File: src/mem_bus_pkg.sv
// constants and carriers shared by the memory bus controller
package mem_bus_pkg;
	// register indices; byte address on the bus is four times the index
	localparam logic [19:0] IDX_RAMSZ = 20'h05326;
	localparam logic [19:0] IDX_WAIT = 20'h054B0;
	localparam logic [19:0] IDX_WPROT = 20'h27FFC;
	localparam logic [19:0] IDX_RPROT = 20'h27FFE;
	localparam logic [19:0] IDX_UNLOCK = 20'h05300;
	localparam logic [19:0] IDX_VBLO = 20'h05310;
	localparam logic [19:0] IDX_VBHI = 20'h05312;
	// field positions and reset values
	localparam int DBSEL_BIT = 8;
	localparam logic [7:0] UNLOCK_KEY = 8'h96;
	localparam logic [1:0] WAIT_RST = 2'h3;
	localparam logic [2:0] RAMSZ_RST = 3'h6;
	localparam logic [2:0] RAM_ACTUAL = 3'h6;
	localparam logic [7:0] PROT_ERASED = 8'hFF;
	localparam logic [23:0] VBASE_RST = 24'h008000;
	localparam logic [23:0] DBG_BASE0 = 24'h0FFC00;
	localparam logic [23:0] DBG_BASE1 = 24'h000000;
	// address map
	localparam logic [23:0] FLASH_LO = 24'h008000;
	localparam logic [23:0] FLASH_HI = 24'h027FFF;
	localparam logic [23:0] PERI1_LO = 24'h004000;
	localparam logic [23:0] PERI1_W16 = 24'h004200;
	localparam logic [23:0] PERI1_HI = 24'h0043FF;
	localparam logic [23:0] PERI2_LO = 24'h005000;
	localparam logic [23:0] PERI2_W16 = 24'h005300;
	localparam logic [23:0] PERI2_HI = 24'h005FFF;
	localparam logic [4:0] PROT_SECTOR = 5'h1F;
	localparam int AREA_LSB = 14;
	// usable RAM bytes, indexed by the size select code
	localparam logic [14:0] RAM_LIMIT [8] = '{15'h3000, 15'h2000, 15'h1000, 15'h0800,
		15'h0400, 15'h0200, 15'h4000, 15'h4000};
	// device widths in bits
	localparam logic [5:0] DW8 = 6'h08;
	localparam logic [5:0] DW16 = 6'h10;
	localparam logic [5:0] DW32 = 6'h20;
	// base clocks of one bus cycle with no wait: flash fetch, flash data read, any other cycle
	localparam logic [2:0] FETCH_BASE = 3'h1;
	localparam logic [2:0] DREAD_BASE = 3'h2;
	localparam logic [2:0] PLAIN_CYC = 3'h1;

	typedef enum logic [1:0] {RG_NONE = 2'h0, RG_RAM = 2'h1, RG_FLASH = 2'h2, RG_PERI = 2'h3} region_t;
	typedef enum logic [1:0] {SZ8 = 2'h0, SZ16 = 2'h1, SZ32 = 2'h2} acc_size_t;

	typedef struct packed {
		logic [23:0] addr;
		logic write;
		acc_size_t size;
		logic stack;
		logic [31:0] wdata;
	} data_req_t;

	typedef struct packed {
		logic req;
		logic [23:0] addr;
		logic write;
		logic [31:0] wdata;
		region_t region;
	} mem_port_t;
endpackage : mem_bus_pkg

File: src/mem_bus_ctrl.sv
// memory-side bus controller: wait states, access splitting, protection, registers
//
// Behaviour
// - non-flash bus cycles take one clock
// - flash fetch takes one to three clocks
// - flash data read takes two to four
// - split accesses by target device width
// - 32-bit access zeroes top byte
// - stacking moves full word with status
// - fetch waits behind data access to same flash or RAM
// - flash decoded 0x8000 to 0x27fff
// - vector base resets 0x8000, software relocatable
// - write-protected area blocks writes and erases
// - read-protected data reads return zero
// - protect bits active low, programmed to zero
// - write-protect bits 0-6, bit 7 one
// - read-protect bits 1-7, bit 0 reserved
// - only protect-sector erase or reset clears protection
// - wait code resets 3, maps to waits
// - each wait adds one clock
// - RAM size select limits RAM, resets 6
// - size writes need unlock key 0x96
// - debug base select resets to 0xffc00
// - decode both peripheral windows with widths
module mem_bus_ctrl
	import mem_bus_pkg::*;
(
	input wire logic CLK_I,
	input wire logic SRST_I,
	input wire logic HSEL_I,
	input wire logic [31:0] HADDR_I,
	input wire logic [1:0] HTRANS_I,
	input wire logic HWRITE_I,
	input wire logic [2:0] HSIZE_I,
	input wire logic [31:0] HWDATA_I,
	input wire logic HREADY_I,
	output logic [31:0] HRDATA_O,
	output logic HREADYOUT_O,
	output logic HRESP_O,
	input wire logic FETCH_REQ_I,
	input wire logic [23:0] FETCH_ADDR_I,
	output logic FETCH_DONE_O,
	output logic [15:0] FETCH_DATA_O,
	input wire logic DATA_REQ_I,
	input wire data_req_t DATA_INFO_I,
	output logic DATA_DONE_O,
	output logic [31:0] DATA_RDATA_O,
	output mem_port_t IMEM_O,
	input wire logic [31:0] IMEM_RDATA_I,
	output mem_port_t DMEM_O,
	input wire logic [31:0] DMEM_RDATA_I,
	input wire logic ERASE_REQ_I,
	input wire logic [4:0] ERASE_SECTOR_I,
	output logic ERASE_GO_O,
	output logic [23:0] VECTOR_BASE_O,
	output logic [23:0] DEBUG_BASE_O
);

	typedef enum logic [2:0] {D_IDLE = 3'h1, D_XFER = 3'h2, D_DONE = 3'h4} dstate_t;
	typedef enum logic [2:0] {F_IDLE = 3'h1, F_RUN = 3'h2, F_DONE = 3'h4} fstate_t;

	logic ph_valid_ff, ph_write_ff, rd_done_ff, wr_en;
	logic [19:0] ph_idx_ff;
	logic [31:0] hrdata_ff, rd_val;
	logic [7:0] unlock_ff, wprot_ff, rprot_ff;
	logic [2:0] ram_sel_ff;
	logic [1:0] wait_ff;
	logic [23:0] vbase_ff, dbase_ff;
	logic erase_go_ff;

	////////////////////////////////////////////////////////////////////////////
	// decode helpers

	// flash wait count code to inserted waits
	function automatic logic [2:0] wait_of(input logic [1:0] code);
		case (code)
			2'h1: wait_of = 3'h0;
			2'h2: wait_of = 3'h1;
			default: wait_of = 3'h2; // reserved code: take the slowest, safe at any clock
		endcase
	endfunction : wait_of

	function automatic region_t region_of(input logic [23:0] a, input logic [2:0] sel);
		if (a < {9'h000, RAM_LIMIT[sel]}) region_of = RG_RAM;
		else if (a >= FLASH_LO && a <= FLASH_HI) region_of = RG_FLASH;
		else if ((a >= PERI1_LO && a <= PERI1_HI) || (a >= PERI2_LO && a <= PERI2_HI)) region_of = RG_PERI;
		else region_of = RG_NONE;
	endfunction : region_of

	function automatic logic [5:0] dev_bits(input logic [23:0] a, input region_t rg);
		case (rg)
			RG_FLASH: dev_bits = DW16;
			RG_PERI: dev_bits = ((a >= PERI1_W16 && a <= PERI1_HI) || a >= PERI2_W16) ? DW16 : DW8;
			default: dev_bits = DW32;
		endcase
	endfunction : dev_bits

	// transfers per access by device width
	function automatic logic [2:0] beats_of(input acc_size_t sz, input logic [5:0] dw);
		beats_of = 3'h1;
		if (dw == DW8 && sz == SZ16) beats_of = 3'h2;
		if (dw == DW8 && sz == SZ32) beats_of = 3'h4;
		if (dw == DW16 && sz == SZ32) beats_of = 3'h2;
	endfunction : beats_of

	// clocks per bus cycle; only flash reads are stretched
	function automatic logic [2:0] cyc_of(input region_t rg, input logic [2:0] base, input logic [1:0] code);
		cyc_of = (rg == RG_FLASH) ? base + wait_of(code) : PLAIN_CYC;
	endfunction : cyc_of

	function automatic logic [2:0] area_of(input logic [23:0] a);
		logic [23:0] d;
		d = a - FLASH_LO;
		area_of = d[AREA_LSB+2:AREA_LSB];
	endfunction : area_of

	// area 7 has no write-protect bit, area 0 no read-protect bit
	function automatic logic wp_on(input logic [2:0] ar, input logic [7:0] w);
		wp_on = (ar != 3'h7) && !w[ar];
	endfunction : wp_on

	////////////////////////////////////////////////////////////////////////////
	// AHB-Lite register slave; reads take one wait so a write just before is seen

	assign wr_en = ph_valid_ff && ph_write_ff;
	assign HREADYOUT_O = !(ph_valid_ff && !ph_write_ff && !rd_done_ff);
	assign HRESP_O = 1'h0;
	assign HRDATA_O = hrdata_ff;

	// address phase capture; unaligned or out-of-range addresses are dropped
	always_ff @(posedge CLK_I) begin
		if (SRST_I) begin
			ph_valid_ff <= 1'h0;
			ph_write_ff <= 1'h0;
			ph_idx_ff <= 20'h00000;
		end else if (HREADY_I) begin
			ph_valid_ff <= HSEL_I && HTRANS_I[1] && HADDR_I[31:22] == 10'h000 && HADDR_I[1:0] == 2'h0;
			ph_write_ff <= HWRITE_I;
			ph_idx_ff <= HADDR_I[21:2];
		end
	end

	always_ff @(posedge CLK_I) begin
		if (SRST_I) begin
			rd_done_ff <= 1'h0;
			hrdata_ff <= 32'h00000000;
		end else begin
			rd_done_ff <= ph_valid_ff && !ph_write_ff && !rd_done_ff;
			if (ph_valid_ff && !ph_write_ff && !rd_done_ff) hrdata_ff <= rd_val;
		end
	end

	// read mux; unmapped indices read zero
	always_comb begin
		case (ph_idx_ff)
			IDX_RAMSZ: rd_val = {23'h000000, dbase_ff == DBG_BASE1, 1'h0, RAM_ACTUAL, 1'h0, ram_sel_ff};
			IDX_WAIT: rd_val = {30'h00000000, wait_ff};
			IDX_WPROT: rd_val = {24'h000000, 1'h1, wprot_ff[6:0]};
			IDX_RPROT: rd_val = {24'h000000, rprot_ff};
			IDX_UNLOCK: rd_val = {24'h000000, unlock_ff};
			IDX_VBLO: rd_val = {16'h0000, vbase_ff[15:0]};
			IDX_VBHI: rd_val = {24'h000000, vbase_ff[23:16]};
			default: rd_val = 32'h00000000;
		endcase
	end

	always_ff @(posedge CLK_I) begin
		if (SRST_I) unlock_ff <= 8'h00;
		else if (wr_en && ph_idx_ff == IDX_UNLOCK) unlock_ff <= HWDATA_I[7:0];
	end

	// size and debug base only change while the unlock key stands
	always_ff @(posedge CLK_I) begin
		if (SRST_I) begin
			ram_sel_ff <= RAMSZ_RST;
			dbase_ff <= DBG_BASE0;
		end else if (wr_en && ph_idx_ff == IDX_RAMSZ && unlock_ff == UNLOCK_KEY) begin
			ram_sel_ff <= HWDATA_I[2:0];
			dbase_ff <= HWDATA_I[DBSEL_BIT] ? DBG_BASE1 : DBG_BASE0;
		end
	end

	always_ff @(posedge CLK_I) begin
		if (SRST_I) wait_ff <= WAIT_RST;
		else if (wr_en && ph_idx_ff == IDX_WAIT) wait_ff <= HWDATA_I[1:0];
	end

	always_ff @(posedge CLK_I) begin
		if (SRST_I) vbase_ff <= VBASE_RST;
		else if (wr_en && ph_idx_ff == IDX_VBLO) vbase_ff[15:0] <= HWDATA_I[15:0];
		else if (wr_en && ph_idx_ff == IDX_VBHI) vbase_ff[23:16] <= HWDATA_I[7:0];
	end

	assign VECTOR_BASE_O = vbase_ff;
	assign DEBUG_BASE_O = dbase_ff;

	// programming only pulls bits to zero; the protect-sector erase restores them
	always_ff @(posedge CLK_I) begin
		if (SRST_I) begin
			wprot_ff <= PROT_ERASED;
			rprot_ff <= PROT_ERASED;
		end else if (ERASE_REQ_I && ERASE_SECTOR_I == PROT_SECTOR) begin
			wprot_ff <= PROT_ERASED;
			rprot_ff <= PROT_ERASED;
		end else if (wr_en && ph_idx_ff == IDX_WPROT) wprot_ff <= wprot_ff & HWDATA_I[7:0];
		else if (wr_en && ph_idx_ff == IDX_RPROT) rprot_ff <= rprot_ff & HWDATA_I[7:0];
	end

	// sector erase is gated by the area's write protection
	always_ff @(posedge CLK_I) begin
		if (SRST_I) erase_go_ff <= 1'h0;
		else erase_go_ff <= ERASE_REQ_I && (ERASE_SECTOR_I == PROT_SECTOR || !wp_on(ERASE_SECTOR_I[4:2], wprot_ff));
	end
	assign ERASE_GO_O = erase_go_ff;

	////////////////////////////////////////////////////////////////////////////
	// data access engine

	dstate_t d_state_ff;
	data_req_t d_req_ff;
	region_t d_rg_ff, n_rg;
	logic [5:0] d_dw_ff, d_sh_ff, n_dw;
	logic [2:0] d_beats_ff, d_beat_ff, d_cyc_ff, d_cnt_ff;
	logic d_rp_ff, d_end, d_last;
	logic [23:0] d_addr_ff;
	logic [31:0] d_wsh_ff, d_acc_ff, n_acc, n_wd, chunk;

	// decode of a new request; a blocked flash write becomes a dead cycle
	always_comb begin
		n_rg = region_of(DATA_INFO_I.addr, ram_sel_ff);
		if (DATA_INFO_I.write && n_rg == RG_FLASH && wp_on(area_of(DATA_INFO_I.addr), wprot_ff)) n_rg = RG_NONE;
		n_dw = dev_bits(DATA_INFO_I.addr, n_rg);
		n_wd = DATA_INFO_I.wdata;
		if (DATA_INFO_I.size == SZ32 && !DATA_INFO_I.stack) n_wd[31:24] = 8'h00; // stacking keeps status
	end

	assign d_end = d_state_ff == D_XFER && d_cnt_ff == d_cyc_ff - 3'h1;
	assign d_last = d_beat_ff == d_beats_ff - 3'h1;

	// merge the beat's lanes into the result at the running shift
	always_comb begin
		chunk = (d_rg_ff == RG_NONE) ? 32'h00000000 : DMEM_RDATA_I;
		if (d_dw_ff == DW8) chunk = chunk & 32'h000000FF;
		else if (d_dw_ff == DW16) chunk = chunk & 32'h0000FFFF;
		n_acc = d_acc_ff | (chunk << d_sh_ff);
	end

	always_ff @(posedge CLK_I) begin
		if (SRST_I) d_state_ff <= D_IDLE;
		else begin
			case (d_state_ff)
				D_IDLE: if (DATA_REQ_I) d_state_ff <= D_XFER;
				D_XFER: if (d_end && d_last) d_state_ff <= D_DONE;
				D_DONE: d_state_ff <= D_IDLE;
				default: d_state_ff <= D_IDLE;
			endcase
		end
	end

	// per-access context and beat stepping
	always_ff @(posedge CLK_I) begin
		if (SRST_I) begin
			d_req_ff <= '0;
			d_rg_ff <= RG_NONE;
			d_dw_ff <= DW32;
			d_beats_ff <= 3'h1;
			d_beat_ff <= 3'h0;
			d_cyc_ff <= PLAIN_CYC;
			d_cnt_ff <= 3'h0;
			d_rp_ff <= 1'h0;
			d_addr_ff <= 24'h000000;
			d_sh_ff <= 6'h00;
			d_wsh_ff <= 32'h00000000;
			d_acc_ff <= 32'h00000000;
		end else if (d_state_ff == D_IDLE && DATA_REQ_I) begin
			d_req_ff <= DATA_INFO_I;
			d_rg_ff <= n_rg;
			d_dw_ff <= n_dw;
			d_beats_ff <= beats_of(DATA_INFO_I.size, n_dw);
			d_beat_ff <= 3'h0;
			d_cyc_ff <= DATA_INFO_I.write ? PLAIN_CYC : cyc_of(n_rg, DREAD_BASE, wait_ff);
			d_cnt_ff <= 3'h0;
			d_rp_ff <= n_rg == RG_FLASH && area_of(DATA_INFO_I.addr) != 3'h0
				&& !rprot_ff[area_of(DATA_INFO_I.addr)];
			d_addr_ff <= DATA_INFO_I.addr;
			d_sh_ff <= 6'h00;
			d_wsh_ff <= n_wd;
			d_acc_ff <= 32'h00000000;
		end else if (d_end && !d_last) begin
			d_beat_ff <= d_beat_ff + 3'h1;
			d_cnt_ff <= 3'h0;
			d_addr_ff <= d_addr_ff + {21'h000000, d_dw_ff[5:3]};
			d_sh_ff <= d_sh_ff + d_dw_ff;
			d_wsh_ff <= d_wsh_ff >> d_dw_ff;
			d_acc_ff <= n_acc;
		end else if (d_state_ff == D_XFER) d_cnt_ff <= d_cnt_ff + 3'h1;
	end

	// final word: protected reads give zero, 32-bit non-stacking reads drop the top byte
	logic [31:0] d_out_ff;
	always_ff @(posedge CLK_I) begin
		if (SRST_I) d_out_ff <= 32'h00000000;
		else if (d_end && d_last) begin
			if (d_rp_ff && !d_req_ff.write) d_out_ff <= 32'h00000000;
			else if (d_req_ff.size == SZ32 && !d_req_ff.stack) d_out_ff <= {8'h00, n_acc[23:0]};
			else d_out_ff <= n_acc;
		end
	end

	assign DATA_DONE_O = d_state_ff == D_DONE;
	assign DATA_RDATA_O = d_out_ff;
	assign DMEM_O = '{req: d_state_ff == D_XFER && d_rg_ff != RG_NONE, addr: d_addr_ff,
		write: d_req_ff.write, wdata: d_wsh_ff, region: d_rg_ff};

	////////////////////////////////////////////////////////////////////////////
	// instruction fetch engine; yields to data in the same flash or RAM

	fstate_t f_state_ff;
	region_t f_rg_ff, n_frg;
	logic [23:0] f_addr_ff;
	logic [2:0] f_cyc_ff, f_cnt_ff;
	logic [15:0] f_data_ff;
	logic f_clash, f_go, f_end;

	assign n_frg = region_of(FETCH_ADDR_I, ram_sel_ff);
	// data has priority, so a clash lengthens the fetch by the data bus cycles
	assign f_clash = (f_rg_ff == RG_FLASH || f_rg_ff == RG_RAM)
		&& ((d_state_ff == D_XFER && d_rg_ff == f_rg_ff)
		|| (d_state_ff == D_IDLE && DATA_REQ_I && n_rg == f_rg_ff));
	assign f_go = f_state_ff == F_RUN && !f_clash;
	assign f_end = f_go && f_cnt_ff == f_cyc_ff - 3'h1;

	always_ff @(posedge CLK_I) begin
		if (SRST_I) f_state_ff <= F_IDLE;
		else begin
			case (f_state_ff)
				F_IDLE: if (FETCH_REQ_I) f_state_ff <= F_RUN;
				F_RUN: if (f_end) f_state_ff <= F_DONE;
				F_DONE: f_state_ff <= F_IDLE;
				default: f_state_ff <= F_IDLE;
			endcase
		end
	end

	// fetches ignore read protection and return the array word, or zero when unmapped
	always_ff @(posedge CLK_I) begin
		if (SRST_I) begin
			f_rg_ff <= RG_NONE;
			f_addr_ff <= 24'h000000;
			f_cyc_ff <= PLAIN_CYC;
			f_cnt_ff <= 3'h0;
			f_data_ff <= 16'h0000;
		end else if (f_state_ff == F_IDLE && FETCH_REQ_I) begin
			f_rg_ff <= n_frg;
			f_addr_ff <= FETCH_ADDR_I;
			f_cyc_ff <= cyc_of(n_frg, FETCH_BASE, wait_ff);
			f_cnt_ff <= 3'h0;
		end else if (f_go) begin
			f_cnt_ff <= f_cnt_ff + 3'h1;
			if (f_end && f_rg_ff == RG_NONE) f_data_ff <= 16'h0000;
			else if (f_end && f_rg_ff == RG_RAM && f_addr_ff[1]) f_data_ff <= IMEM_RDATA_I[31:16];
			else if (f_end) f_data_ff <= IMEM_RDATA_I[15:0];
		end
	end

	assign FETCH_DONE_O = f_state_ff == F_DONE;
	assign FETCH_DATA_O = f_data_ff;
	assign IMEM_O = '{req: f_go && f_rg_ff != RG_NONE, addr: f_addr_ff, write: 1'h0,
		wdata: 32'h00000000, region: f_rg_ff};
endmodule : mem_bus_ctrl

File: config.mk
export PLATFORM = sky130hd
export DESIGN_NAME = mem_bus_ctrl
export DESIGN_NICKNAME = d
export VERILOG_FILES = /design/src/mem_bus_pkg.sv /design/src/mem_bus_ctrl.sv
export SDC_FILE = /design/constraint.sdc
export NUM_CORES = 1
export LEC_CHECK = 0
export ABC_AREA = 1
export BUFFER_PORTS_ARGS = -buffer_cell sky130_fd_sc_hd__buf_2
export CORE_ASPECT_RATIO = 0.75
export CORE_MARGIN = 2
export CORE_UTILIZATION = 25
export DETAILED_ROUTE_END_ITERATION = 8
export SYNTH_ARGS = -nofsm -noshare
export SYNTH_HDL_FRONTEND = slang
export SYNTH_SLANG_ARGS = --single-unit
File: constraint.sdc
create_clock -name CLK_I -period 2.9 [get_ports CLK_I]
set_input_delay 0.58 -clock CLK_I [delete_from_list [all_inputs] [get_ports CLK_I]]
set_output_delay 0.58 -clock CLK_I [all_outputs]
set_load 0.01 [all_outputs]
* Yosys cells after proc, flatten, opt, wreduce, memory -nomap -nowiden
Memories as Yosys holds them, arrays and structs flattened. Cells that the tools add are included.
Operators by class: order comparisons 19, muxes and demuxes 49, add/sub/neg operators 11, bitwise gates (word level) 7, reductions and logical operators 87, eq/ne operators 41, shift operators 2
Operators by type and width (number):
- 32-bit two-way mux | 7
- 24-bit by 15-bit >= comparator with 1-bit output, second input constant | 6
- 16-bit one-hot mux with 7 select lines | 1
- 20-bit by 15-bit equality test with 1-bit output, second input constant | 5
- 24-bit by 15-bit less-or-equal comparator with 1-bit output, second input constant | 4
- 1-bit logical AND | 50
- 24-bit by 16-bit >= comparator with 1-bit output, second input constant | 2
- 24-bit by 18-bit less-or-equal comparator with 1-bit output, second input constant | 2
- 24-bit by 15-bit less-than comparator with 1-bit output | 2
- 16-bit two-way mux | 3
- 24-bit two-way mux | 2
- 20-bit by 18-bit equality test with 1-bit output, second input constant | 2
- 3-bit two-way mux | 13
- 32-bit bitwise OR | 1
- 32-bit by 6-bit << shifter with 32-bit output | 1
- 32-bit by 6-bit >> shifter with 32-bit output | 1
- 15-bit two-way mux | 2
- 24-bit by 3-bit adder with 24-bit output | 1
- 24-bit zero test | 1
- 20-bit two-way mux | 1
- 17-bit by 16-bit subtractor with 17-bit output, second input constant | 1
- 8-bit bitwise AND | 2
- 2-bit equality test, second input constant | 8
- 2-bit two-way mux | 8
- other kinds (39) | 90
Word-level totals: ROM bits 120, memories 1, flip-flop bits (word level) 338
Memory list:
- (name not given) | words 8, bits a word 15, rd ports 1, clocked after memory_dff 0, write ports 0, RTL line mem_bus_ctrl.sv:84 | if (a < {9'h000, RAM_LIMIT[sel]}) region_of = RG_RAM;

* Logic depth before layout (Yosys ltp)
word-level depth 21, mapped depth 20, mapped depth without buffers 19

* Worst setup path after synthesis
Ideal clock, no wire load.
kind input-to-output, from input port DATA_INFO_I[51] (netlist bit), to output port IMEM_O[59] (netlist bit), buffers on the path 2, setup slack 0.031 ns, required time 2.320 ns, arrival time 2.289 ns, stages 17, cells stage by stage buf_6 > inv_4 > ha_1 > nand2_1 > nor2_1 > nand2_1 > nand2_1 > nand2_1 > nand3_1 > nand2_1 > nand3_1 > nand3_1 > nand2_1 > a21oi_1 > buf_2 > inv_1 > nor2_1
RTL lines:
- start, declared | RTL line mem_bus_ctrl.sv:45 | input wire data_req_t DATA_INFO_I,
- end, declared | RTL line mem_bus_ctrl.sv:48 | output mem_port_t IMEM_O,

==> reports/results.tsv <==
stage	metric	value	unit
run_status	run status	finished with violations	
run_status	violated checks	setup timing	
drt	DR WL/cell	16.3	um
cells_and_area	fraction of layout instances using a drive strength above 1	0.267	
power	cell area power density	534	mW/mm^2
clock_network	Clk pin slew, worst setup/hold paths	60	ps
clock_network	worst-case clock buffer depth	3	
cells_and_area	total non-filler cell area in the finished layout	0.0193	sq mm
sta	number of endpoints with negative hold slack in the final report	0	
critical_path	Setup crit start kind	flop	
cells_and_area	commonest non-fill, non-tap cell in the layout	sky130_fd_sc_hd__buf_2	
critical_path	Crit path arrival time	2640	ps
cells_and_area	final net count	2755	
clock_network	TritonCTS sink count	292	
cells_and_area	most frequent cells in the layout	sky130_fd_sc_hd__buf_2 (396), sky130_fd_sc_hd__nand2_1 (383), sky130_fd_sc_hd__dfxtp_1 (287)	
die	width of the chip	282	um
drt	antenna violation net count after detailed routing	0	
placement	area of placed instances	0.0178	sq mm
placement	RD Place Congestion	0.887	
cells_and_area	core utilization of the finished layout	0.337	
global_routing	via count of the first global-routing pass	13727	
drt	wirelength, routed	54000	um
drt	first-iteration detailed-routing DRC count	1070	
placement	DP Wirelength	41100	um
critical_path	Worst setup endpoint	IMEM_O[59]	
placement	Port Buf Inserts	398	
critical_path	source of the worst register-to-register timing path	ram_sel_ff[2]$_SDFFE_PP1P_	
global_routing	global-route wire length before repair	80700	um
run	count of max-cap constraint violations	0	
sta	Setup WS post-layout	-319	ps
clock_network	maximum level of the CTS H-tree	2	
sta	Slew HR	0.536	
synth	sequential cell area fraction in the yosys report	0.403	
critical_path	CP Data Required Time	2320	ps
global_routing	maximum number of pins on one net before global-route repair	65	
die	number of I/O pins	483	
drt	routed via count divided by cell count	4.58	
synth	number of storage elements in the synthesis netlist	292	
critical_path	number of cells on the worst reg-to-reg path	19	
sta	RSZ-0062 raised after global routing	true	
critical_path	r2r endpoint	FETCH_DATA_O[1]$_SDFFE_PP0P_	
die	Core Region	0.0573	sq mm
global_routing	GR Util All Layers	0.174	
synth	number of instances in the synthesized netlist	2026	
power	total chip power	10.3	mW
die	Starting Density	0.253	
sta	final max-slew violation count	0	
clock_network	master cell of the clock root buffer	sky130_fd_sc_hd__clkbuf_16	
clock_network	TritonCTS buffer count	36	
critical_path	Worst setup EP type	primary output	
global_routing	antenna violations before repair	8	
synth	flip-flop cell with the highest count after synthesis	sky130_fd_sc_hd__dfxtp_1	
sta	share of the clock period used by the worst path after layout	1.11	
clock_network	count of hold buffers inserted by post-cts repair	0	
drt	DR DRC count	0	
cells_and_area	area added between synthesis and finish	33.4	%
clock_network	clock tree from TritonCTS	built	
power	leakage	8.77	nW
synth	number of different library cells in the post-synthesis netlist	61	
critical_path	CP startpoint	ram_sel_ff[2]$_SDFFE_PP1P_	
synth	Post-Synthesis Mean Instance Area	7.16	sq um
critical_path	biggest fanout along the worst timing path	6	
power	Max IR drop VDD	0.325	mV
critical_path	r2r setup slk	210	ps
drt	vias after detailed routing	15137	
clock_network	Clock Latency Late Sink	540	ps
die	die extent in y	213	um
sta	slew of the pin with the lowest slew margin	695	ps
critical_path	critical path start-end classification	reg2out	
die	area of the die	0.0600	sq mm
sta	Setup-failing EPs final	1	
synth	number of flops mapped to enable cells by yosys	0	
synth	post-synthesis async set-or-reset flop share	0	
die	Rows	76	
sta	Peak Freq	311	MHz
synth	total standard cell area after synthesis	0.0145	sq mm
sta	post-route minimum period	3220	ps
global_routing	GRT overflow	0	
drt	first-pass iteration count of the detailed router	5	
worst_hold_path	min-delay worst type	in2reg	
sta	setup skew after layout	17.0	ps
synth	number of synthesis warnings	0	
report_power, final:
group | switching [mW] | leakage, nW | internal, mW
registers | 0.121 | 2.37 | 4.16
logic | 0.873 | 5.80 | 0.500
clock network | 1.87 | 0.604 | 2.80
total | 2.86 | 8.77 | 7.46
area by class of cell:
class                   count  area (sq um)
repair buffers            530          3050
diodes                      5          12.5
flip-flops and latches    292          5850
fillers                  6202         38000
clock inverters            12           135
inverters                 242           918
multi-input cells        1395          7310
well taps                 780           976
clock buffers              50          1090
metrics by stage:
step | instances | hold WS [ps] | setup TNS [ps] | worst slack, ps
after floorplan | 2089 | 426 | 0 | 31.0
after global placement | 3230 | 434 | -328 | -294
after detailed placement | 3230 | 439 | -268 | -265
after CTS | 3299 | 190 | -496 | -496
after global routing | 3303 | 224 | -457 | -457
final | 3306 | 238 | -319 | -319
cell families after synthesis:
family | Yosys count | synth area share
and+or+nand+nor | 761 | 0.225
AOI/OAI and AO/OA | 518 | 0.206
buffers and inverters | 402 | 0.125
DFF | 292 | 0.403
adders and majority gates | 28 | 0.0252
xor gates and xnor gates | 24 | 0.0145
other | 1 | 0.000259
worst min-delay path by stage:
stage,startpoint,endpoint,slack (ps),cells after the start
finish,FETCH_ADDR_I[7],f_addr_ff[7]$_SDFFE_PP0P_,240,2
global route,FETCH_ADDR_I[22],f_addr_ff[22]$_SDFFE_PP0P_,220,2
CTS,FETCH_ADDR_I[7],f_addr_ff[7]$_SDFFE_PP0P_,190,2
detailed placement,d_acc_ff[1]$_SDFFE_PP0P_,d_acc_ff[1]$_SDFFE_PP0P_,440,2
global placement,d_acc_ff[6]$_SDFFE_PP0P_,d_acc_ff[6]$_SDFFE_PP0P_,430,2
floorplan,d_acc_ff[0]$_SDFFE_PP0P_,d_acc_ff[0]$_SDFFE_PP0P_,430,2
flip-flops by register name (all words and copies together), names as in the netlist, 7 cells and up:
signal         flops
HRDATA_O          16
f_addr_ff         24
FETCH_DATA_O      16
rprot_ff           8
unlock_ff          8
ph_idx_ff         20
VECTOR_BASE_O     24
d_addr_ff         24
wprot_ff           7
d_acc_ff          32
d_wsh_ff          32
DATA_RDATA_O      32
worst max-delay path, cell delays in order (launching register included):
cell and delay, ps:
sky130_fd_sc_hd__dfxtp_2 360, sky130_fd_sc_hd__buf_6 130, sky130_fd_sc_hd__nand2_4 60, sky130_fd_sc_hd__ha_4 250, sky130_fd_sc_hd__inv_2 30, sky130_fd_sc_hd__nor2_2 100
sky130_fd_sc_hd__and3_1 190, sky130_fd_sc_hd__nand2_2 70, sky130_fd_sc_hd__nand2_4 110, sky130_fd_sc_hd__buf_6 110, sky130_fd_sc_hd__nand3_2 70, sky130_fd_sc_hd__nand3_2 100
sky130_fd_sc_hd__nand2_4 80, sky130_fd_sc_hd__a21oi_4 150, sky130_fd_sc_hd__inv_2 70, sky130_fd_sc_hd__nor2_4 100, sky130_fd_sc_hd__buf_6 110
Yosys cell counts (all sizes together) (20+ instances only):
| cell type | n | area share |
|---|---|---|
| nand2 | 401 | 0.10 |
| dfxtp | 292 | 0.40 |
| inv | 237 | 0.062 |
| o21ai | 186 | 0.064 |
| nor2 | 180 | 0.050 |
| a21oi | 172 | 0.059 |
| buf | 87 | 0.044 |
| nand3 | 85 | 0.031 |
| clkbuf | 73 | 0.019 |
| a31oi | 41 | 0.018 |
| nor3 | 41 | 0.016 |
| nand4 | 36 | 0.016 |
| ha | 26 | 0.022 |
| o22ai | 20 | 0.0086 |
repair_timing:
action / in CTS / in global routing
setup endpoints to repair: 1 / 25
pin swaps: 19 / 16
gates resized for setup: 33 / 29
buffers inserted: 7 / 2
cloned: 0 / 0
routing by layer:
| metal | vias to the layer above | share of wire | track usage |
|---|---|---|---|
| met5 | - | 0.00024 | 0 |
| met4 | 2 | 0.018 | 0.0433 |
| met3 | 61 | 0.093 | 0.0503 |
| met2 | 512 | 0.42 | 0.253 |
| met1 | 6964 | 0.47 | 0.248 |
| li1 | 7598 | - | - |
No activity file was read; power rests on OpenSTA's default activity.
